$ cat config.mk
export PLATFORM = sky130hd
export DESIGN_NAME = cif_top
export DESIGN_NICKNAME = d
export VERILOG_FILES = /design/src/rtl/cif_pkg.sv /design/src/rtl/cif_top.sv /design/src/rtl/cif_alu_flags.sv
export SDC_FILE = /design/constraint.sdc
export NUM_CORES = 1
export LEC_CHECK = 0
export ABC_AREA = 1
export BUFFER_PORTS_ARGS = -buffer_cell sky130_fd_sc_hd__buf_2
export CORE_ASPECT_RATIO = 0.75
export CORE_MARGIN = 4
export CORE_UTILIZATION = 42
export CTS_CLUSTER_SIZE = 12
export DETAILED_ROUTE_END_ITERATION = 10
export PLACE_DENSITY = 0.76
export SYNTH_ARGS = -nofsm -noshare
export SYNTH_HDL_FRONTEND = slang
export SYNTH_SLANG_ARGS = --single-unit
$ cat constraint.sdc
create_clock -name clk -period 1.4 [get_ports clk]
set_input_delay 0 -clock clk [delete_from_list [all_inputs] [get_ports clk]]
set_output_delay 0 -clock clk [all_outputs]
set_load 0.02 [all_outputs]
$ cat src/rtl/cif_pkg.sv
// Purpose: Shared constants and types for the core interrupt and status flag block
// Assumes: Data bus is 8 bits, program counter vectors are 11 bits
// Notes: Every address, bit position and vector lives here
package cif_pkg;

  localparam logic [6:0] ADDR_CORE_FLAGS = 7'h0A;
  localparam logic [6:0] ADDR_IRQ_CTRL = 7'h0B;

  // Core flag bit positions
  localparam int FLG_CARRY = 0;
  localparam int FLG_HALF = 1;
  localparam int FLG_ZERO = 2;
  localparam int FLG_OVF = 3;
  localparam int FLG_PDOWN = 4;
  localparam int FLG_WDTO = 5;

  // Interrupt control bit positions
  localparam int IC_GLOBAL_EN = 0;
  localparam int IC_EXT_EN = 1;
  localparam int IC_TMR_EN = 2;
  localparam int IC_CONV_EN = 3;
  localparam int IC_EXT_PEND = 4;
  localparam int IC_TMR_PEND = 5;
  localparam int IC_CONV_PEND = 6;

  localparam logic [7:0] CORE_FLAGS_RST = 8'h00;
  localparam logic [7:0] IRQ_CTRL_RST = 8'h00;
  localparam logic [7:0] CORE_FLAGS_WMASK = 8'h0F;
  localparam logic [7:0] IRQ_CTRL_WMASK = 8'h7F;

  localparam logic [10:0] VEC_EXT = 11'h004;
  localparam logic [10:0] VEC_TMR = 11'h008;
  localparam logic [10:0] VEC_CONV = 11'h00C;

  typedef enum logic [2:0] {
    CIF_ALU_NONE = 3'h0,
    CIF_ALU_ADD = 3'h1,
    CIF_ALU_SUB = 3'h2,
    CIF_ALU_LOGIC = 3'h3,
    CIF_ALU_ROT = 3'h4
  } cif_alu_op_e;

  // Flag update request from the ALU
  typedef struct packed {
    cif_alu_op_e op;
    logic [7:0] a;
    logic [7:0] b;
    logic [7:0] result;
    logic carry_in;
    logic rot_carry;
  } cif_alu_req_s;

  // Core control events sampled by the block
  typedef struct packed {
    logic halt_instr;
    logic watchdog_clear_instr;
    logic watchdog_timeout;
    logic return_and_enable;
    logic plain_return;
    logic stack_full;
  } cif_core_evt_s;

  typedef enum logic [2:0] {
    CIF_ST_IDLE = 3'b001,
    CIF_ST_ACK = 3'b010,
    CIF_ST_HOLD = 3'b100
  } cif_state_e;

endpackage

$ cat src/rtl/cif_top.sv
// Purpose: Interrupt control unit and core status flags of an 8-bit core
// Assumes: Core supplies phase_two_pulse, stack status and decoded instruction events
// Notes: Acknowledge is a one-cycle pulse issued on a phase-two pulse
`timescale 1ns/1ps
`default_nettype none

////////////////////////////////////////////////////////////////////////////////
module cif_top (
  input wire logic clk,
  input wire logic rst,
  input wire logic ext_irq_n,
  input wire logic timer_overflow,
  input wire logic conv_done,
  input wire logic phase_two_pulse,
  input wire cif_pkg::cif_core_evt_s core_evt,
  input wire cif_pkg::cif_alu_req_s alu_req,
  input wire logic [6:0] reg_addr,
  input wire logic [7:0] reg_wdata,
  input wire logic reg_wr,
  input wire logic reg_rd,
  output logic [7:0] reg_rdata,
  output logic [7:0] irq_control_reg,
  output logic [7:0] core_flags,
  output logic irq_ack,
  output logic [10:0] irq_vector,
  output logic push_pc,
  output logic wake_req
);

  ////////////////////////////////////////////////////////////////////////////////
  // Decode and request qualification
  logic ext_pin_q;
  logic ext_fall;
  logic wr_flags;
  logic wr_ctrl;
  logic global_irq_enable;
  logic ext_irq_enable;
  logic timer_irq_enable;
  logic conv_irq_enable;
  logic ext_irq_pending;
  logic timer_irq_pending;
  logic conv_irq_pending;
  logic ext_ready;
  logic tmr_ready;
  logic conv_ready;
  logic any_ready;
  logic take_ext;
  logic take_tmr;
  logic take_conv;
  logic do_ack;
  logic [10:0] next_vector;
  logic [7:0] next_ctrl;
  logic [7:0] ctrl_after_wr;
  logic [7:0] next_core;
  logic [3:0] alu_next;
  logic alu_update;
  logic [7:0] next_rdata;
  logic [2:0] src_event;
  cif_pkg::cif_state_e state;
  cif_pkg::cif_state_e next_state;

  assign global_irq_enable = irq_control_reg[cif_pkg::IC_GLOBAL_EN];
  assign ext_irq_enable = irq_control_reg[cif_pkg::IC_EXT_EN];
  assign timer_irq_enable = irq_control_reg[cif_pkg::IC_TMR_EN];
  assign conv_irq_enable = irq_control_reg[cif_pkg::IC_CONV_EN];
  assign ext_irq_pending = irq_control_reg[cif_pkg::IC_EXT_PEND];
  assign timer_irq_pending = irq_control_reg[cif_pkg::IC_TMR_PEND];
  assign conv_irq_pending = irq_control_reg[cif_pkg::IC_CONV_PEND];

  assign wr_flags = reg_wr && (reg_addr == cif_pkg::ADDR_CORE_FLAGS);
  assign wr_ctrl = reg_wr && (reg_addr == cif_pkg::ADDR_IRQ_CTRL);
  assign ext_fall = ext_pin_q && !ext_irq_n;

  // Source events are taken independently of enables
  assign src_event = {conv_done, timer_overflow, ext_fall};

  // Both own and global enable must be one
  assign ext_ready = global_irq_enable && ext_irq_enable && ext_irq_pending;
  assign tmr_ready = global_irq_enable && timer_irq_enable && timer_irq_pending;
  assign conv_ready = global_irq_enable && conv_irq_enable && conv_irq_pending;
  assign any_ready = ext_ready || tmr_ready || conv_ready;

  // Full stack holds the request pending
  assign do_ack = (state == cif_pkg::CIF_ST_IDLE) && phase_two_pulse && any_ready
                  && !core_evt.stack_full;
  assign take_ext = do_ack && ext_ready;
  assign take_tmr = do_ack && !ext_ready && tmr_ready;
  assign take_conv = do_ack && !ext_ready && !tmr_ready && conv_ready;
  assign next_vector = take_ext ? cif_pkg::VEC_EXT :
                       take_tmr ? cif_pkg::VEC_TMR : cif_pkg::VEC_CONV;

  ////////////////////////////////////////////////////////////////////////////////
  // Interrupt control register update
  assign ctrl_after_wr = wr_ctrl ? (reg_wdata & cif_pkg::IRQ_CTRL_WMASK) : irq_control_reg;

  always_comb begin
    next_ctrl = ctrl_after_wr;
    // Return-and-enable restores the global enable
    if (core_evt.return_and_enable) begin
      next_ctrl[cif_pkg::IC_GLOBAL_EN] = 1'b1;
    end
    if (do_ack) begin
      next_ctrl[cif_pkg::IC_GLOBAL_EN] = 1'b0;
    end
    if (take_ext) begin
      next_ctrl[cif_pkg::IC_EXT_PEND] = 1'b0;
    end
    if (take_tmr) begin
      next_ctrl[cif_pkg::IC_TMR_PEND] = 1'b0;
    end
    if (take_conv) begin
      next_ctrl[cif_pkg::IC_CONV_PEND] = 1'b0;
    end
    // New source events win over software or acknowledge clears
    if (src_event[0]) begin
      next_ctrl[cif_pkg::IC_EXT_PEND] = 1'b1;
    end
    if (src_event[1]) begin
      next_ctrl[cif_pkg::IC_TMR_PEND] = 1'b1;
    end
    if (src_event[2]) begin
      next_ctrl[cif_pkg::IC_CONV_PEND] = 1'b1;
    end
    next_ctrl[7] = 1'b0;
  end

  ////////////////////////////////////////////////////////////////////////////////
  // Core flags
  cif_alu_flags u_alu_flags (
    .req(alu_req),
    .cur_flags(core_flags[3:0]),
    .next_flags(alu_next),
    .update(alu_update)
  );

  always_comb begin
    next_core = core_flags;
    // Data writes only touch the arithmetic flags
    if (wr_flags) begin
      next_core[3:0] = reg_wdata[3:0];
    end
    if (alu_update) begin
      next_core[3:0] = alu_next;
    end
    if (core_evt.halt_instr) begin
      next_core[cif_pkg::FLG_PDOWN] = 1'b1;
      next_core[cif_pkg::FLG_WDTO] = 1'b0;
    end
    if (core_evt.watchdog_clear_instr) begin
      next_core[cif_pkg::FLG_PDOWN] = 1'b0;
      next_core[cif_pkg::FLG_WDTO] = 1'b0;
    end
    if (core_evt.watchdog_timeout) begin
      next_core[cif_pkg::FLG_WDTO] = 1'b1;
    end
    next_core[7:6] = 2'b00;
  end

  ////////////////////////////////////////////////////////////////////////////////
  // Read path and acknowledge sequencing
  assign next_rdata = !reg_rd ? 8'h00 :
                      (reg_addr == cif_pkg::ADDR_CORE_FLAGS) ? core_flags :
                      (reg_addr == cif_pkg::ADDR_IRQ_CTRL) ? irq_control_reg : 8'h00;

  always_comb begin
    case (state)
      cif_pkg::CIF_ST_IDLE: next_state = do_ack ? cif_pkg::CIF_ST_ACK : cif_pkg::CIF_ST_IDLE;
      // Ack then Hold forbid a second acknowledge for the two cycles after the first, with no wait on the core
      cif_pkg::CIF_ST_ACK: next_state = cif_pkg::CIF_ST_HOLD;
      cif_pkg::CIF_ST_HOLD: next_state = cif_pkg::CIF_ST_IDLE;
      default: next_state = cif_pkg::CIF_ST_IDLE;
    endcase
  end

  always_ff @(posedge clk or posedge rst) begin
    if (rst) begin
      ext_pin_q <= 1'b1;
      irq_control_reg <= cif_pkg::IRQ_CTRL_RST;
      core_flags <= cif_pkg::CORE_FLAGS_RST;
      state <= cif_pkg::CIF_ST_IDLE;
    end else begin
      ext_pin_q <= ext_irq_n;
      irq_control_reg <= next_ctrl;
      core_flags <= next_core;
      state <= next_state;
    end
  end

  always_ff @(posedge clk or posedge rst) begin
    if (rst) begin
      irq_ack <= 1'b0;
      push_pc <= 1'b0;
      irq_vector <= 11'h000;
      reg_rdata <= 8'h00;
      wake_req <= 1'b0;
    end else begin
      irq_ack <= do_ack;
      push_pc <= do_ack;
      if (do_ack) begin
        irq_vector <= next_vector;
      end
      reg_rdata <= next_rdata;
      // Wake only on fresh events while powered down
      wake_req <= core_flags[cif_pkg::FLG_PDOWN] && (|src_event);
    end
  end

  ////////////////////////////////////////////////////////////////////////////////
  // Checks
  chk_ext_sets_flag: assert property (@(posedge clk) disable iff (rst)
    ext_fall |=> ext_irq_pending)
    else $error("external falling edge did not set pending");

  chk_ack_on_phase: assert property (@(posedge clk) disable iff (rst)
    irq_ack |-> $past(phase_two_pulse))
    else $error("acknowledge without phase-two pulse");

  chk_stack_full_block: assert property (@(posedge clk) disable iff (rst)
    irq_ack |-> !$past(core_evt.stack_full))
    else $error("acknowledge while stack full");

  chk_ack_clears_global: assert property (@(posedge clk) disable iff (rst)
    irq_ack && !$past(core_evt.return_and_enable) |-> !global_irq_enable)
    else $error("global enable not cleared by acknowledge");

  chk_ext_priority: assert property (@(posedge clk) disable iff (rst)
    do_ack && ext_ready |=> irq_vector == cif_pkg::VEC_EXT)
    else $error("external not served first");

  chk_tmr_vector: assert property (@(posedge clk) disable iff (rst)
    take_tmr |=> irq_vector == cif_pkg::VEC_TMR
    && (!timer_irq_pending || $past(timer_overflow)))
    else $error("timer vector or clear wrong");

  chk_conv_vector: assert property (@(posedge clk) disable iff (rst)
    take_conv |=> irq_vector == cif_pkg::VEC_CONV
    && (!conv_irq_pending || $past(conv_done)))
    else $error("converter vector or clear wrong");

  chk_enable_gate: assert property (@(posedge clk) disable iff (rst)
    irq_ack |-> $past(global_irq_enable))
    else $error("acknowledge with global enable low");

  chk_return_and_enable_sets_global: assert property (@(posedge clk) disable iff (rst)
    core_evt.return_and_enable && !do_ack |=> global_irq_enable)
    else $error("return-and-enable did not set global enable");

  chk_flag_write_guard: assert property (@(posedge clk) disable iff (rst)
    wr_flags && !core_evt.halt_instr && !core_evt.watchdog_clear_instr
    && !core_evt.watchdog_timeout |=> $stable(core_flags[5:4]))
    else $error("data write changed power or time-out flag");

  chk_halt_flags: assert property (@(posedge clk) disable iff (rst)
    core_evt.halt_instr && !core_evt.watchdog_clear_instr && !core_evt.watchdog_timeout
    |=> core_flags[5:4] == 2'b01)
    else $error("halt flags wrong");

  chk_reserved_zero: assert property (@(posedge clk) disable iff (rst)
    irq_control_reg[7] == 1'b0 && core_flags[7:6] == 2'b00)
    else $error("reserved bits not zero");

  chk_ext_vector: assert property (@(posedge clk) disable iff (rst)
    take_ext |=> irq_vector == cif_pkg::VEC_EXT && !global_irq_enable
    && (!ext_irq_pending || $past(ext_fall)))
    else $error("external vector or clear wrong");

  chk_tmr_sets_flag: assert property (@(posedge clk) disable iff (rst)
    timer_overflow |=> timer_irq_pending)
    else $error("timer overflow did not set pending");

  chk_conv_sets_flag: assert property (@(posedge clk) disable iff (rst)
    conv_done |=> conv_irq_pending)
    else $error("conversion end did not set pending");

  chk_pending_holds: assert property (@(posedge clk) disable iff (rst)
    ext_irq_pending && !take_ext && !wr_ctrl |=> ext_irq_pending)
    else $error("external pending lost without acknowledge or write");

  chk_push_with_ack: assert property (@(posedge clk) disable iff (rst)
    push_pc == irq_ack)
    else $error("push and acknowledge differ");

  chk_ack_spacing: assert property (@(posedge clk) disable iff (rst)
    irq_ack |=> !irq_ack ##1 !irq_ack)
    else $error("acknowledge repeated too soon");

  chk_timeout_sets: assert property (@(posedge clk) disable iff (rst)
    core_evt.watchdog_timeout |=> core_flags[cif_pkg::FLG_WDTO])
    else $error("time-out did not set flag");

  chk_clear_instr: assert property (@(posedge clk) disable iff (rst)
    core_evt.watchdog_clear_instr && !core_evt.watchdog_timeout
    |=> core_flags[5:4] == 2'b00)
    else $error("watchdog clear did not clear flags");

  chk_wake_event: assert property (@(posedge clk) disable iff (rst)
    core_flags[cif_pkg::FLG_PDOWN] && (|src_event) |=> wake_req)
    else $error("event in power-down did not wake");

  chk_wake_only_pd: assert property (@(posedge clk) disable iff (rst)
    wake_req |-> $past(core_flags[cif_pkg::FLG_PDOWN]))
    else $error("wake while not powered down");

  chk_logic_zero: assert property (@(posedge clk) disable iff (rst)
    alu_req.op == cif_pkg::CIF_ALU_LOGIC
    |=> core_flags[cif_pkg::FLG_ZERO] == ($past(alu_req.result) == 8'h00))
    else $error("logic result zero flag wrong");

  chk_ctrl_readback: assert property (@(posedge clk) disable iff (rst)
    reg_rd && reg_addr == cif_pkg::ADDR_IRQ_CTRL |=> reg_rdata == $past(irq_control_reg))
    else $error("control register read back wrong");

  cov_ext_ack: cover property (@(posedge clk) disable iff (rst) take_ext);
  cov_blocked: cover property (@(posedge clk) disable iff (rst)
    phase_two_pulse && any_ready && core_evt.stack_full);
  cov_two_pending: cover property (@(posedge clk) disable iff (rst)
    do_ack && ext_ready && tmr_ready);
  cov_wake: cover property (@(posedge clk) disable iff (rst) wake_req);

endmodule
`default_nettype wire

$ cat src/rtl/cif_alu_flags.sv
// Purpose: Derives carry, half carry, zero and overflow from an ALU operation
// Assumes: Subtraction is a - b - not(carry_in), result supplied by the core
// Notes: Purely combinational; the caller registers the flags
`timescale 1ns/1ps
`default_nettype none
module cif_alu_flags (
  input wire cif_pkg::cif_alu_req_s req,
  input wire logic [3:0] cur_flags,
  output logic [3:0] next_flags,
  output logic update
);
  logic [8:0] add_sum;
  logic [4:0] add_low;
  logic [7:0] add_mid;
  logic [8:0] sub_diff;
  logic [4:0] sub_low;
  logic [7:0] sub_mid;
  logic is_add;
  logic is_sub;
  logic carry7_in;
  logic carry_out;
  logic half_c;

  assign add_sum = {1'b0, req.a} + {1'b0, req.b} + {8'h00, req.carry_in};
  assign add_low = {1'b0, req.a[3:0]} + {1'b0, req.b[3:0]} + {4'h0, req.carry_in};
  assign add_mid = {1'b0, req.a[6:0]} + {1'b0, req.b[6:0]} + {7'h00, req.carry_in};
  // Subtract as a + ~b + carry_in so carry means no borrow
  assign sub_diff = {1'b0, req.a} + {1'b0, ~req.b} + {8'h00, req.carry_in};
  assign sub_low = {1'b0, req.a[3:0]} + {1'b0, ~req.b[3:0]} + {4'h0, req.carry_in};
  assign sub_mid = {1'b0, req.a[6:0]} + {1'b0, ~req.b[6:0]} + {7'h00, req.carry_in};
  assign is_add = (req.op == cif_pkg::CIF_ALU_ADD);
  assign is_sub = (req.op == cif_pkg::CIF_ALU_SUB);
  assign carry_out = is_add ? add_sum[8] : sub_diff[8];
  assign half_c = is_add ? add_low[4] : sub_low[4];
  assign carry7_in = is_add ? add_mid[7] : sub_mid[7];
  assign update = (req.op != cif_pkg::CIF_ALU_NONE);

  always_comb begin
    next_flags = cur_flags;
    case (req.op)
      cif_pkg::CIF_ALU_ADD, cif_pkg::CIF_ALU_SUB: begin
        next_flags[cif_pkg::FLG_CARRY] = carry_out;
        next_flags[cif_pkg::FLG_HALF] = half_c;
        next_flags[cif_pkg::FLG_ZERO] = (req.result == 8'h00);
        next_flags[cif_pkg::FLG_OVF] = carry7_in ^ carry_out;
      end
      cif_pkg::CIF_ALU_LOGIC: begin
        next_flags[cif_pkg::FLG_ZERO] = (req.result == 8'h00);
      end
      cif_pkg::CIF_ALU_ROT: begin
        next_flags[cif_pkg::FLG_CARRY] = req.rot_carry;
      end
      default: begin
        next_flags = cur_flags;
      end
    endcase
  end
  // Unused sum bits are intentional; only carries matter here
  logic unused_bits;
  assign unused_bits = ^{add_sum[7:0], sub_diff[7:0], add_low[3:0], sub_low[3:0],
                         add_mid[6:0], sub_mid[6:0], is_sub};
endmodule
`default_nettype wire

==> summary.txt, run 1 <==
Power
  – Share of total power in sequential cells: between 40% and 50%
  – Clock Power Share: around 27%
  – Static Leakage: between 1.5 and 2 nW
  – Power per cell area: roughly 830 mW/mm2
  – Net switching power of the design: ~780 uW
  – Worst ir drop on vdd: 0.595 mV
  – Switching Fraction: around 33%
  – Combinational power share: between 30% and 40%
  – Int Power: approximately 1.6 mW

Worst setup path
  – Setup crit start kind: flip-flop
  – Reg-to-Reg Start: state[0]
  – Start-to-end type of the worst setup path: flip-flop to flip-flop
  – Arrival time at the worst endpoint: between 1500 and 2000 ps
  – Largest fanout of any net on the critical path: 3
  – Capture instance of the worst register-to-register path: irq_control_reg[4]
  – R2R cell count: 8
  – Worst setup startpoint: state[0]
  – R2r setup slk: -130 ps
  – Worst EP required: between 1500 and 2000 ps
  – Worst setup path endpoint: irq_control_reg[4]
  – CP endpoint kind: flip-flop

Yosys
  – Cells taking the most area after synthesis: dfrtp_1 32%, nand2_1 14%, ha_1 9.8%, inv_1 8.1%, buf_4 5.2%
  – Post-synth ARST share: 100%
  – Post-synthesis mux area share: 0%
  – Cell with the most instances after synthesis: nand2_1
  – Area share of fa/ha/maj cells after synthesis: 9.81%
  – Number of distinct library cells after synthesis: 31
  – Compound-cell area share of the yosys netlist: 7.91%
  – Dominant combinational cell family by area after synthesis: simple AND/OR/NAND/NOR gates
  – Sequential area share after synthesis: between 30% and 40%
  – XOR/XNOR share of the synthesized area: 0%
  – Cell type contributing the most total cell area after synthesis: dfrtp_1
  – Flip-flop and latch count after synthesis: 28
  – Post-synth top flop: dfrtp_1
  – Total of warnings raised by yosys: 0
  – Basic-gate share of the synthesized area counting and, or, nand and nor cells: between 30 and 40%
  – Netlist area before placement: between 0.002 and 0.0025 mm2
  – Avg Synthesized Cell Area: ~7.3 um2
  – Synth top cells by count: 76 x nand2_1, 44 x inv_1, 26 x dfrtp_1
  – Top cell type's share of synthesized area: between 30% and 40%
  – EDFF count, synth: 0
  – Post-Synthesis Cells: between 200 and 300

GRT
  – Total global routing overflow: 0
  – Antenna violations before repair: 0
  – Maximum number of pins on one net before global-route repair: 29
  – Total Routing Usage GR: between 10% and 20%
  – Via count of the first global-routing pass: about 1900
  – First-pass GRT wire length: between 8 and 9 mm

Placement
  – Final RePlAce weighted congestion: slightly above 0.9
  – Dpl cell area: around 0.0025 mm2
  – Port Buf Inserts: 80
  – HPWL reported at the end of detailed placement: 4.43 mm
  – Post-placement cell count: around 430

Detailed routing
  – Post-detailed-route wirelength per cell: 13.3 um
  – 1st-iter DRT viols: approximately 140
  – DRT Wirelength: around 6 mm
  – Average via count per standard cell: between 4 and 5
  – Number of antenna-violating nets in the routed design: 0
  – Total via count in the routed design: roughly 2200
  – DRC viols: 0
  – First-pass DRT Iterations: 4

Final layout
  – Syn-to-layout area delta: 39.2%
  – Proportion of layout cells with a drive suffix above 1: 33.8%
  – Number of antenna repair diodes: 0
  – Count of nets after finishing: 469
  – Final non-filler cell area: 0.00284 mm2
  – Final design utilization: 62.1%
  – Count of non-filler cells in the finished layout: between 400 and 500

Clock tree
  – CTS tree: built
  – Worst skew pair latency: 280 ps
  – Total clock buffers created by CTS: 3
  – Clock slew at the register clock pins of the worst setup and hold paths: roughly 100 ps
  – Bufs on Longest Clock Path: 2
  – H-Tree Depth: 1
  – CTS Root Cell: clkbuf_8
  – Clock sink count: 28

Floorplanning
  – Top-level port count: 96
  – Starting density of the core: 44.6%
  – Die W: about 88 um
  – Number of rows created at floorplan: 21
  – Y dimension of the die: between 60 and 70 um
  – Area of the core: ~0.0046 mm2
  – Die Area: 0.00605 mm2

Job
  – Count of maximum capacitance violations: 0

Worst hold path
  – Hold Path Class: input pin to flip-flop

Timing
  – Fin Clk Skew: approximately 8.6 ps
  – Period Utilization, post-route: 109%
  – Count of endpoints failing setup in the final report: 5
  – Setup repair after global routing missed its margin: true
  – Setup WS post-layout: -125 ps
  – Final Hold Slack: 23.1 ps
  – Total count of max-transition violations in the final report: 0
  – Setup Total Neg Slack: -446 ps
  – Shortest period the worst path allows: approximately 1500 ps
  – Maximum clock frequency: between 600 and 700 MHz
  – Hold Violations, Final: 0

Run status
  – Failing checks: negative setup slack
  – Run status: finished with violations
## layer usage
metal  GRT usage, %  up-vias  share of wire, %
met2           31.9       89                50
li1               -     1080                 -
met1           23.9      971                40
met4           4.34        0               2.8
met3           3.73       16               7.8
met5              0        -                 0
## power groups by stage
| stage | clock [mW] | sequential, mW | combinational [mW] |
|---|---|---|---|
| 2_1_floorplan | 0 | 1.05 | 0.348 |
| 3_3_place_gp | 0 | 0.958 | 0.675 |
| 3_5_place_dp | 0 | 0.961 | 0.690 |
| 4_1_cts | 0.633 | 0.947 | 0.730 |
| 5_1_grt | 0.672 | 0.959 | 0.844 |
| 6_report | 0.632 | 0.950 | 0.771 |
## logic make-up (layout without fill, tap and decap cells)
logic type                 count (synthesis)  in the layout
DFF                                       28             28
AOI/OAI and AO/OA                         29             29
and+or+nand+nor                          144            144
other                                      1             13
adders and majority gates                 16             16
buffers and inverters                     63            164
## repair_timing
item | 4_1_cts | 5_1_grt
endpoints found under the hold margin | 36 | 0
setup endpoints to repair | 4 | 7
resized for setup | 4 | 11
hold buffers | 14 | 0
setup buffers | 1 | 6
pin swaps | 1 | 3
## cells in the final DEF, fill, tap and decap left out, types with 2 or more instances in the layout
cell type      count
nand4_1            4
inv_2              4
buf_2             80
conb_1            13
dlygate4sd3_1     14
nand3_1           20
clkbuf_8           3
o21ai_1            4
inv_1             42
buf_4             16
nor2_2             6
dfrtp_1           25
nor2_4             3
nor3_1             2
nand2_2            5
nand2_4            2
nor3_4             2
dfstp_2            2
nor2_1            20
a21oi_1           19
nand2_1           73
nor4_1             3
ha_1              16
## area by class of cell
| cell class | instances | area, um2 |
|---|---|---|
| repair buffers | 111 | 672 |
| clock inverters | 1 | 30.0 |
| flip-flops and latches | 28 | 704 |
| fillers | 420 | 1730 |
| inverters | 49 | 190 |
| well taps | 57 | 71.3 |
| clock buffers | 3 | 41.3 |
| multi-input cells | 202 | 1130 |
## how the worst min path moves through the flow
stage	from	endpoint	slack (ps)	cells past startpoint
after floorplan	ext_irq_n	ext_pin_q	4	0
after global placement	rst	push_pc	80	3
after detailed placement	rst	reg_rdata[2]	70	3
after CTS	core_evt[5]	core_flags[5]	20	3
after global routing	core_evt[5]	core_flags[5]	20	3
final	core_evt[5]	core_flags[5]	20	3
## critical path, cell delays in order, from the launching register on
cell	delay, ps
dfstp_2	550
nand2_2	70
nor4_4	190
nand2_2	140
buf_6	160
nor2_4	130
nor2_2	60
o21ai_2	50
nand2_2	50
## metrics by stage
| step | power (mW) | worst slack, ps |
|---|---|---|
| after global placement | 1.63 | -18.8 |
| after global routing | 2.47 | -205 |
| final | 2.35 | -125 |
| after floorplan | 1.39 | 44.6 |
| after CTS | 2.31 | -34.5 |
| after detailed placement | 1.65 | -114 |
(Power assumes the default switching activity.)
==> run 2: changes to the inputs <==
--- a/config.mk
+++ b/config.mk
@@ -12,7 +12,7 @@
 export CORE_UTILIZATION = 42
 export CTS_CLUSTER_SIZE = 12
 export DETAILED_ROUTE_END_ITERATION = 10
-export PLACE_DENSITY = 0.76
+export PLACE_DENSITY_LB_ADDON = 0.2
 export SYNTH_ARGS = -nofsm -noshare
 export SYNTH_HDL_FRONTEND = slang
 export SYNTH_SLANG_ARGS = --single-unit
==> run 2 against run 1 <==
The run still ends with negative setup slack left. Cell area shrank 3.5%. Clock skew decreased by 6.3 ps. Clock power fell by 24%. Routed wire length is 16% lower. Via count fell by 3.6%. Die area unchanged. Power is 8.9% lower. Final cell count down 1.6%. Flip-flop and latch count did not move. Non-clock buffer count down 7. Hold slack better by 6.9 ps. Worst setup slack better by 120 ps. Largest cell class unchanged. Largest power group unchanged.
==> summary.txt, run 2 (synthesis results as in run 1) <==
Final layout
  – Number of antenna repair diodes: 0 (unchanged)
  – Most common library cell in the layout ignoring fill and taps: buf_2
  – Proportion of layout cells with a drive suffix above 1: 31.0% (-2.7 points)
  – Count of nets after finishing: 462 (-1.5%)
  – Most frequent cells in the layout: 80 x buf_2, 75 x nand2_1, 43 x inv_1
  – Count of fill cells added during filler insertion: 446 (+6.2%)
  – Area of combinational cells with multiple inputs: 0.00111 mm2 (-1.8%)
  – Syn-to-layout area delta: 34.3%
  – Final non-filler cell area: 0.00274 mm2 (-3.5%)
  – Final design utilization: 59.9% (-2.2 points)
  – Sequential standard cell area: 703 um2 (-0.18%)
  – Count of non-filler cells in the finished layout: 444 (-1.6%)

Timing
  – Maximum clock frequency: 710 MHz (+8.3%)
  – Setup WS post-layout: -8.29 ps (+117 ps)
  – Fin Clk Skew: 2.35 ps (-6.27 ps)
  – Setup repair after global routing missed its margin: true
  – Setup Total Neg Slack: -8.29 ps (+438 ps)
  – Period Utilization, post-route: 101% (-8.3 points)
  – Final Hold Slack: 30.0 ps (+6.90 ps)
  – Total count of max-transition violations in the final report: 0 (unchanged)
  – Hold Violations, Final: 0 (unchanged)
  – Shortest period the worst path allows: 1410 ps (-117 ps)
  – Count of endpoints failing setup in the final report: 1 (-4)

Clock tree
  – Total clock buffers created by CTS: 3 (unchanged)
  – CTS tree: built
  – Clock sink count: 28 (unchanged)
  – Clock slew at the register clock pins of the worst setup and hold paths: 90 ps (about the same)
  – CTS Root Cell: clkbuf_8
  – Bufs on Longest Clock Path: 2 (unchanged)
  – Worst skew pair latency: 270 ps (about the same)
  – H-Tree Depth: 1 (unchanged)

Placement
  – Port Buf Inserts: 80 (unchanged)
  – Post-placement cell count: 426 (unchanged)
  – Pre-CTS worst setup slack: -118 ps (-4.12 ps)
  – Final RePlAce weighted congestion: 0.883 (-4.9%)
  – HPWL reported at the end of detailed placement: 4.23 mm (-4.6%)
  – Dpl cell area: 0.00253 mm2 (unchanged)

Floorplanning
  – Starting density of the core: 44.6% (unchanged)
  – Die W: 88.5 um (unchanged)
  – Die Area: 0.00605 mm2 (unchanged)
  – Y dimension of the die: 68.4 um (unchanged)
  – Top-level port count: 96 (unchanged)
  – Number of rows created at floorplan: 21 (unchanged)
  – Area of the core: 0.00457 mm2 (unchanged)

Worst setup path
  – Arrival time at the worst endpoint: 1560 ps (-130 ps)
  – CP endpoint kind: flip-flop
  – Longest individual stage delay on the worst path: 550 ps (about the same)
  – Number of buffers and inverters on the critical path: 0 (-1)
  – Capture instance of the worst register-to-register path: irq_control_reg[5]
  – R2R cell count: 7 (-1)
  – Setup crit start kind: flip-flop
  – Start-to-end type of the worst setup path: flip-flop to flip-flop
  – Critical path's top delay family: simple AND/OR/NAND/NOR gates
  – CP cell instances: nand2_2, nor4_4, nand2_1, nor2_2, nand2_1, nand4_1, nand3_1
  – Cell occurring most often along the worst timing path: nand2_1
  – Largest fanout of any net on the critical path: 3 (unchanged)
  – R2r setup slk: -8 ps (+120 ps)
  – Worst EP required: 1550 ps (-20 ps)
  – Crit-path slowest cell: dfstp_2
  – Reg-to-Reg Start: state[0]

Power
  – Worst ir drop on vdd: 0.526 mV (-12%)
  – Static Leakage: 1.62 nW (-2.0%)
  – Power per cell area: 782 mW/mm2 (-5.6%)
  – Power consumption: 2.14 mW (-8.9%)

Worst hold path
  – Worst hold path stage count: 3 (unchanged)
  – End point of the most critical hold path: irq_control_reg[0]
  – Hold Path Class: input pin to flip-flop
  – Beginning of the worst hold path: core_evt[2]

GRT
  – Total Routing Usage GR: 16.8% (-1.7 points)
  – Maximum number of pins on one net before global-route repair: 29 (unchanged)
  – Antenna violations before repair: 0 (unchanged)
  – Total global routing overflow: 0 (unchanged)
  – First-pass GRT wire length: 8.02 mm (-7.6%)
  – Via count of the first global-routing pass: 1821 (-6.2%)

Detailed routing
  – DRC viols: 0 (unchanged)
  – Total via count in the routed design: 2079 (-3.6%)
  – DRT Wirelength: 5.05 mm (-16%)
  – Post-detailed-route wirelength per cell: 11.4 um (-14%)
  – Average via count per standard cell: 4.68 (-2.1%)
  – Number of antenna-violating nets in the routed design: 0 (unchanged)
  – 1st-iter DRT viols: 189 (+33%)
  – First-pass DRT Iterations: 5 (+1)

Run status
  – Run status: finished with violations
  – Failing checks: negative setup slack

Job
  – Count of maximum capacitance violations: 0 (unchanged)
[run 2: cell count changes in the layout (fill, tap and decap cells not counted), sizes merged]
cell         previous run  this run
clkbuf                  3         4
buf                    97        91
bufinv                  1         0
clkinvlp                1         0
dlygate4sd3            14        13
inv                    47        48
[run 2: cell type report]
| class | instances | share of cell area (%) |
|---|---|---|
| clock buffer | 4 | 2.01 |
| multi-input combinational | 202 | 40.5 |
| sequential | 28 | 25.7 |
| tap | 57 | 2.60 |
| timing repair buffer | 104 | 22.4 |
| inverter | 49 | 6.80 |
[run 2: where the power goes]
group	internal (mW)	total, mW	switching (mW)
sequential	0.888	0.939	0.0508
clock	0.251	0.479	0.228
combinational	0.285	0.724	0.439
[run 2: worst max path at each step]
stage,start,end,slack [ps],depth (start not counted)
after floorplan,irq_control_reg[0],irq_control_reg[6],40,7
after global routing,state[0],irq_control_reg[5],-60,7
after CTS,state[0],irq_control_reg[6],-10,7
after global placement,state[0],irq_control_reg[6],-50,7
final,state[0],irq_control_reg[5],-8,7
after detailed placement,state[0],irq_control_reg[6],-120,7
[run 2: per-layer routing]
metal  part of all wire [%]  wire (um)  vias to the layer above  global-route usage [%]
met1                     45       2280                      898                    24.9
met3                     12        605                        6                    4.21
met4                   0.57         29                        0                    1.70
met5                      0          0                        -                       0
li1                       -          -                     1071                       -
met2                     42       2130                      104                    25.6
[run 2: timing repair]
item | in CTS | in global routing
pin swaps | 3 | 0
gates resized for setup | 3 | 3
setup endpoints to repair | 5 | 6
hold endpoints to repair | 35 | 0
buffers inserted | 1 | 0
gates cloned | 0 | 0
hold buffers | 13 | 0
[run 2: worst min-delay path, cell delays in order]
cell	delay (ps)
buf_2	70
a21oi_1	60
a21oi_1	120
==> run 3: changes to the inputs <==
--- a/config.mk
+++ b/config.mk
@@ -7,12 +7,13 @@
 export LEC_CHECK = 0
 export ABC_AREA = 1
 export BUFFER_PORTS_ARGS = -buffer_cell sky130_fd_sc_hd__buf_2
+export CAP_MARGIN = 30
 export CORE_ASPECT_RATIO = 0.75
 export CORE_MARGIN = 4
 export CORE_UTILIZATION = 42
 export CTS_CLUSTER_SIZE = 12
 export DETAILED_ROUTE_END_ITERATION = 10
-export PLACE_DENSITY_LB_ADDON = 0.2
+export PLACE_DENSITY = 0.79
 export SYNTH_ARGS = -nofsm -noshare
 export SYNTH_HDL_FRONTEND = slang
 export SYNTH_SLANG_ARGS = --single-unit
==> run 3 against run 2 <==
Non-clock buffer count up 3. Routed wire length up 10%. First-iteration DRC count up 40%. Clock-buffer cell count down 1. Hold slack worse by 12 ps. Worst setup slack worse by 72 ps. Sequential share of layout area down 0.40 points. Clock power up 34%. Core utilization up 0.96 points. Critical path depth unchanged. The flow still finishes with violations (negative setup slack). Final cell count up 0.68%.
==> summary.txt, run 3 (synthesis results as in run 1) <==
Detailed routing
  – 1st-iter DRT viols: 264 (+40%)
  – DRT Wirelength: 5.56 mm (+10%)
  – Number of antenna-violating nets in the routed design: 0 (unchanged)
  – Post-detailed-route wirelength per cell: 12.4 um (+9.4%)
  – Total via count in the routed design: 2130 (+2.5%)
  – DRC viols: 0 (unchanged)
  – Average via count per standard cell: 4.77 (+1.8%)
  – First-pass DRT Iterations: 4 (-1)

Final layout
  – Count of fill cells added during filler insertion: 400 (-10%)
  – Most frequent cells in the layout: 80 x buf_2, 74 x nand2_1, 43 x inv_1
  – Most common library cell in the layout ignoring fill and taps: buf_2
  – Syn-to-layout area delta: 36.4%
  – Number of antenna repair diodes: 0 (unchanged)
  – Count of nets after finishing: 465 (+0.65%)
  – Final non-filler cell area: 0.00278 mm2 (+1.6%)
  – Proportion of layout cells with a drive suffix above 1: 31.5% (+0.53 points)

Worst setup path
  – Longest individual stage delay on the worst path: 450 ps (-100 ps)
  – CP cell instances: nand3_1, o211ai_1, nand2_1, buf_4, buf_6, inv_6, o21a_1
  – Critical path's top delay family: flip-flops
  – Arrival time at the worst endpoint: 1640 ps (+80 ps)
  – Largest fanout of any net on the critical path: 5 (+2)
  – Setup crit start kind: flip-flop
  – Number of buffers and inverters on the critical path: 3 (+3)
  – Worst EP required: 1560 ps (about the same)
  – CP endpoint kind: flip-flop
  – Start-to-end type of the worst setup path: flip-flop to flip-flop
  – Crit-path slowest cell: dfrtp_1

Placement
  – Final RePlAce weighted congestion: 0.914 (+3.5%)
  – Dpl cell area: 0.00252 mm2 (-0.30%)
  – Port Buf Inserts: 80 (unchanged)
  – Pre-CTS worst setup slack: -72.9 ps (+44.7 ps)
  – HPWL reported at the end of detailed placement: 4.12 mm (-2.7%)

Floorplanning
  – Die W: 88.5 um (unchanged)
  – Area of the core: 0.00457 mm2 (unchanged)
  – Y dimension of the die: 68.4 um (unchanged)
  – Die Area: 0.00605 mm2 (unchanged)
  – Number of rows created at floorplan: 21 (unchanged)
  – Starting density of the core: 44.6% (unchanged)
  – Top-level port count: 96 (unchanged)

Job
  – Count of maximum capacitance violations: 0 (unchanged)

Clock tree
  – CTS Root Cell: clkbuf_8
  – Clock sink count: 28 (unchanged)
  – Clock slew at the register clock pins of the worst setup and hold paths: 100 ps (about the same)
  – Worst skew pair latency: 280 ps (about the same)
  – CTS tree: built
  – Total clock buffers created by CTS: 3 (unchanged)
  – H-Tree Depth: 1 (unchanged)
  – Bufs on Longest Clock Path: 2 (unchanged)

Timing
  – Fin Clk Skew: 8.58 ps (+6.23 ps)
  – Count of endpoints failing setup in the final report: 5 (+4)
  – Period Utilization, post-route: 106% (+5.2 points)
  – Setup WS post-layout: -80.5 ps (-72.2 ps)
  – Maximum clock frequency: 675 MHz (-4.9%)
  – Shortest period the worst path allows: 1480 ps (+72.2 ps)
  – Hold Violations, Final: 0 (unchanged)
  – Setup repair after global routing missed its margin: true
  – Total count of max-transition violations in the final report: 0 (unchanged)

GRT
  – Total Routing Usage GR: 18.3% (+1.5 points)
  – Antenna violations before repair: 0 (unchanged)
  – Maximum number of pins on one net before global-route repair: 29 (unchanged)
  – Total global routing overflow: 0 (unchanged)
  – Via count of the first global-routing pass: 1921 (+5.5%)
  – First-pass GRT wire length: 8.62 mm (+7.4%)

Power
  – Power per cell area: 840 mW/mm2 (+7.4%)
  – Worst ir drop on vdd: 0.652 mV (+24%)
  – Static Leakage: 1.64 nW (+1.1%)

Worst hold path
  – Hold Path Class: input pin to flip-flop

Run status
  – Failing checks: negative setup slack
  – Run status: finished with violations
-- run 3: what timing repair did --
item / in CTS / in global routing
cloned: 0 / 0
endpoints found under the hold margin: 36 / 0
resized for setup: 1 / 7
buffers inserted: 2 / 2
hold buffers: 14 / 0
pin swaps: 1 / 2
setup endpoints to repair: 4 / 7
-- run 3: path summary, 6_finish.rpt --
path / startpoint / end / slack, ps / depth (start not counted)
min in group asynchronous: rst / state[1] / 310 / 4
hold / removal: core_evt[5] / core_flags[5] / 20 / 3
setup / recovery: irq_control_reg[0] / irq_vector[2] / -80 / 7
max in group asynchronous: rst / ext_pin_q / 770 / 4
hold reg to reg: state[2] / state[2] / 510 / 1
setup reg to reg: irq_control_reg[0] / irq_vector[2] / -80 / 7
-- run 3: worst min-delay path, stage by stage --
cell	delay (ps)
buf_2	90
nor3_1	40
a21o_1	140
-- run 3: layer usage --
layer	vias up	track usage (%)	share of wire [%]
li1	1077	-	-
met1	934	22.8	38
met2	98	31.8	50
met3	21	3.73	9.2
met4	0	6.23	2.7
met5	-	0	0
-- run 3: area by class of cell --
cell class,instances,area (um2),area share [%]
Multi-Input combinational cell,202,1100,39.7
Clock buffer,3,41.3,1.48
Inverter,49,191,6.88
Sequential cell,28,703,25.3
Timing Repair Buffer,107,642,23.1
Clock inverter,1,30.0,1.08
Tap cell,57,71.3,2.56
-- run 3: per-stage QoR --
stage | instances | hold slack, ps | TNS [ps] | utilization (%) | power, mW
floorplan | 293 | 4.48 | 0 | - | 1.39
global placement | 425 | 72.2 | 0 | 55.1 | 1.63
detailed placement | 425 | 83.4 | -141 | 55.1 | 1.64
CTS | 445 | 17.0 | 0 | 60.2 | 2.31
global route | 447 | 12.8 | -577 | 60.9 | 2.47
finish | 447 | 18.5 | -222 | 60.9 | 2.34
-- run 3: power breakdown --
group | internal (mW) | leakage [nW] | switching, mW
Sequential | 0.888 | 0.349 | 0.0585
Combinational | 0.298 | 1.26 | 0.453
Clock | 0.383 | 0.0357 | 0.258
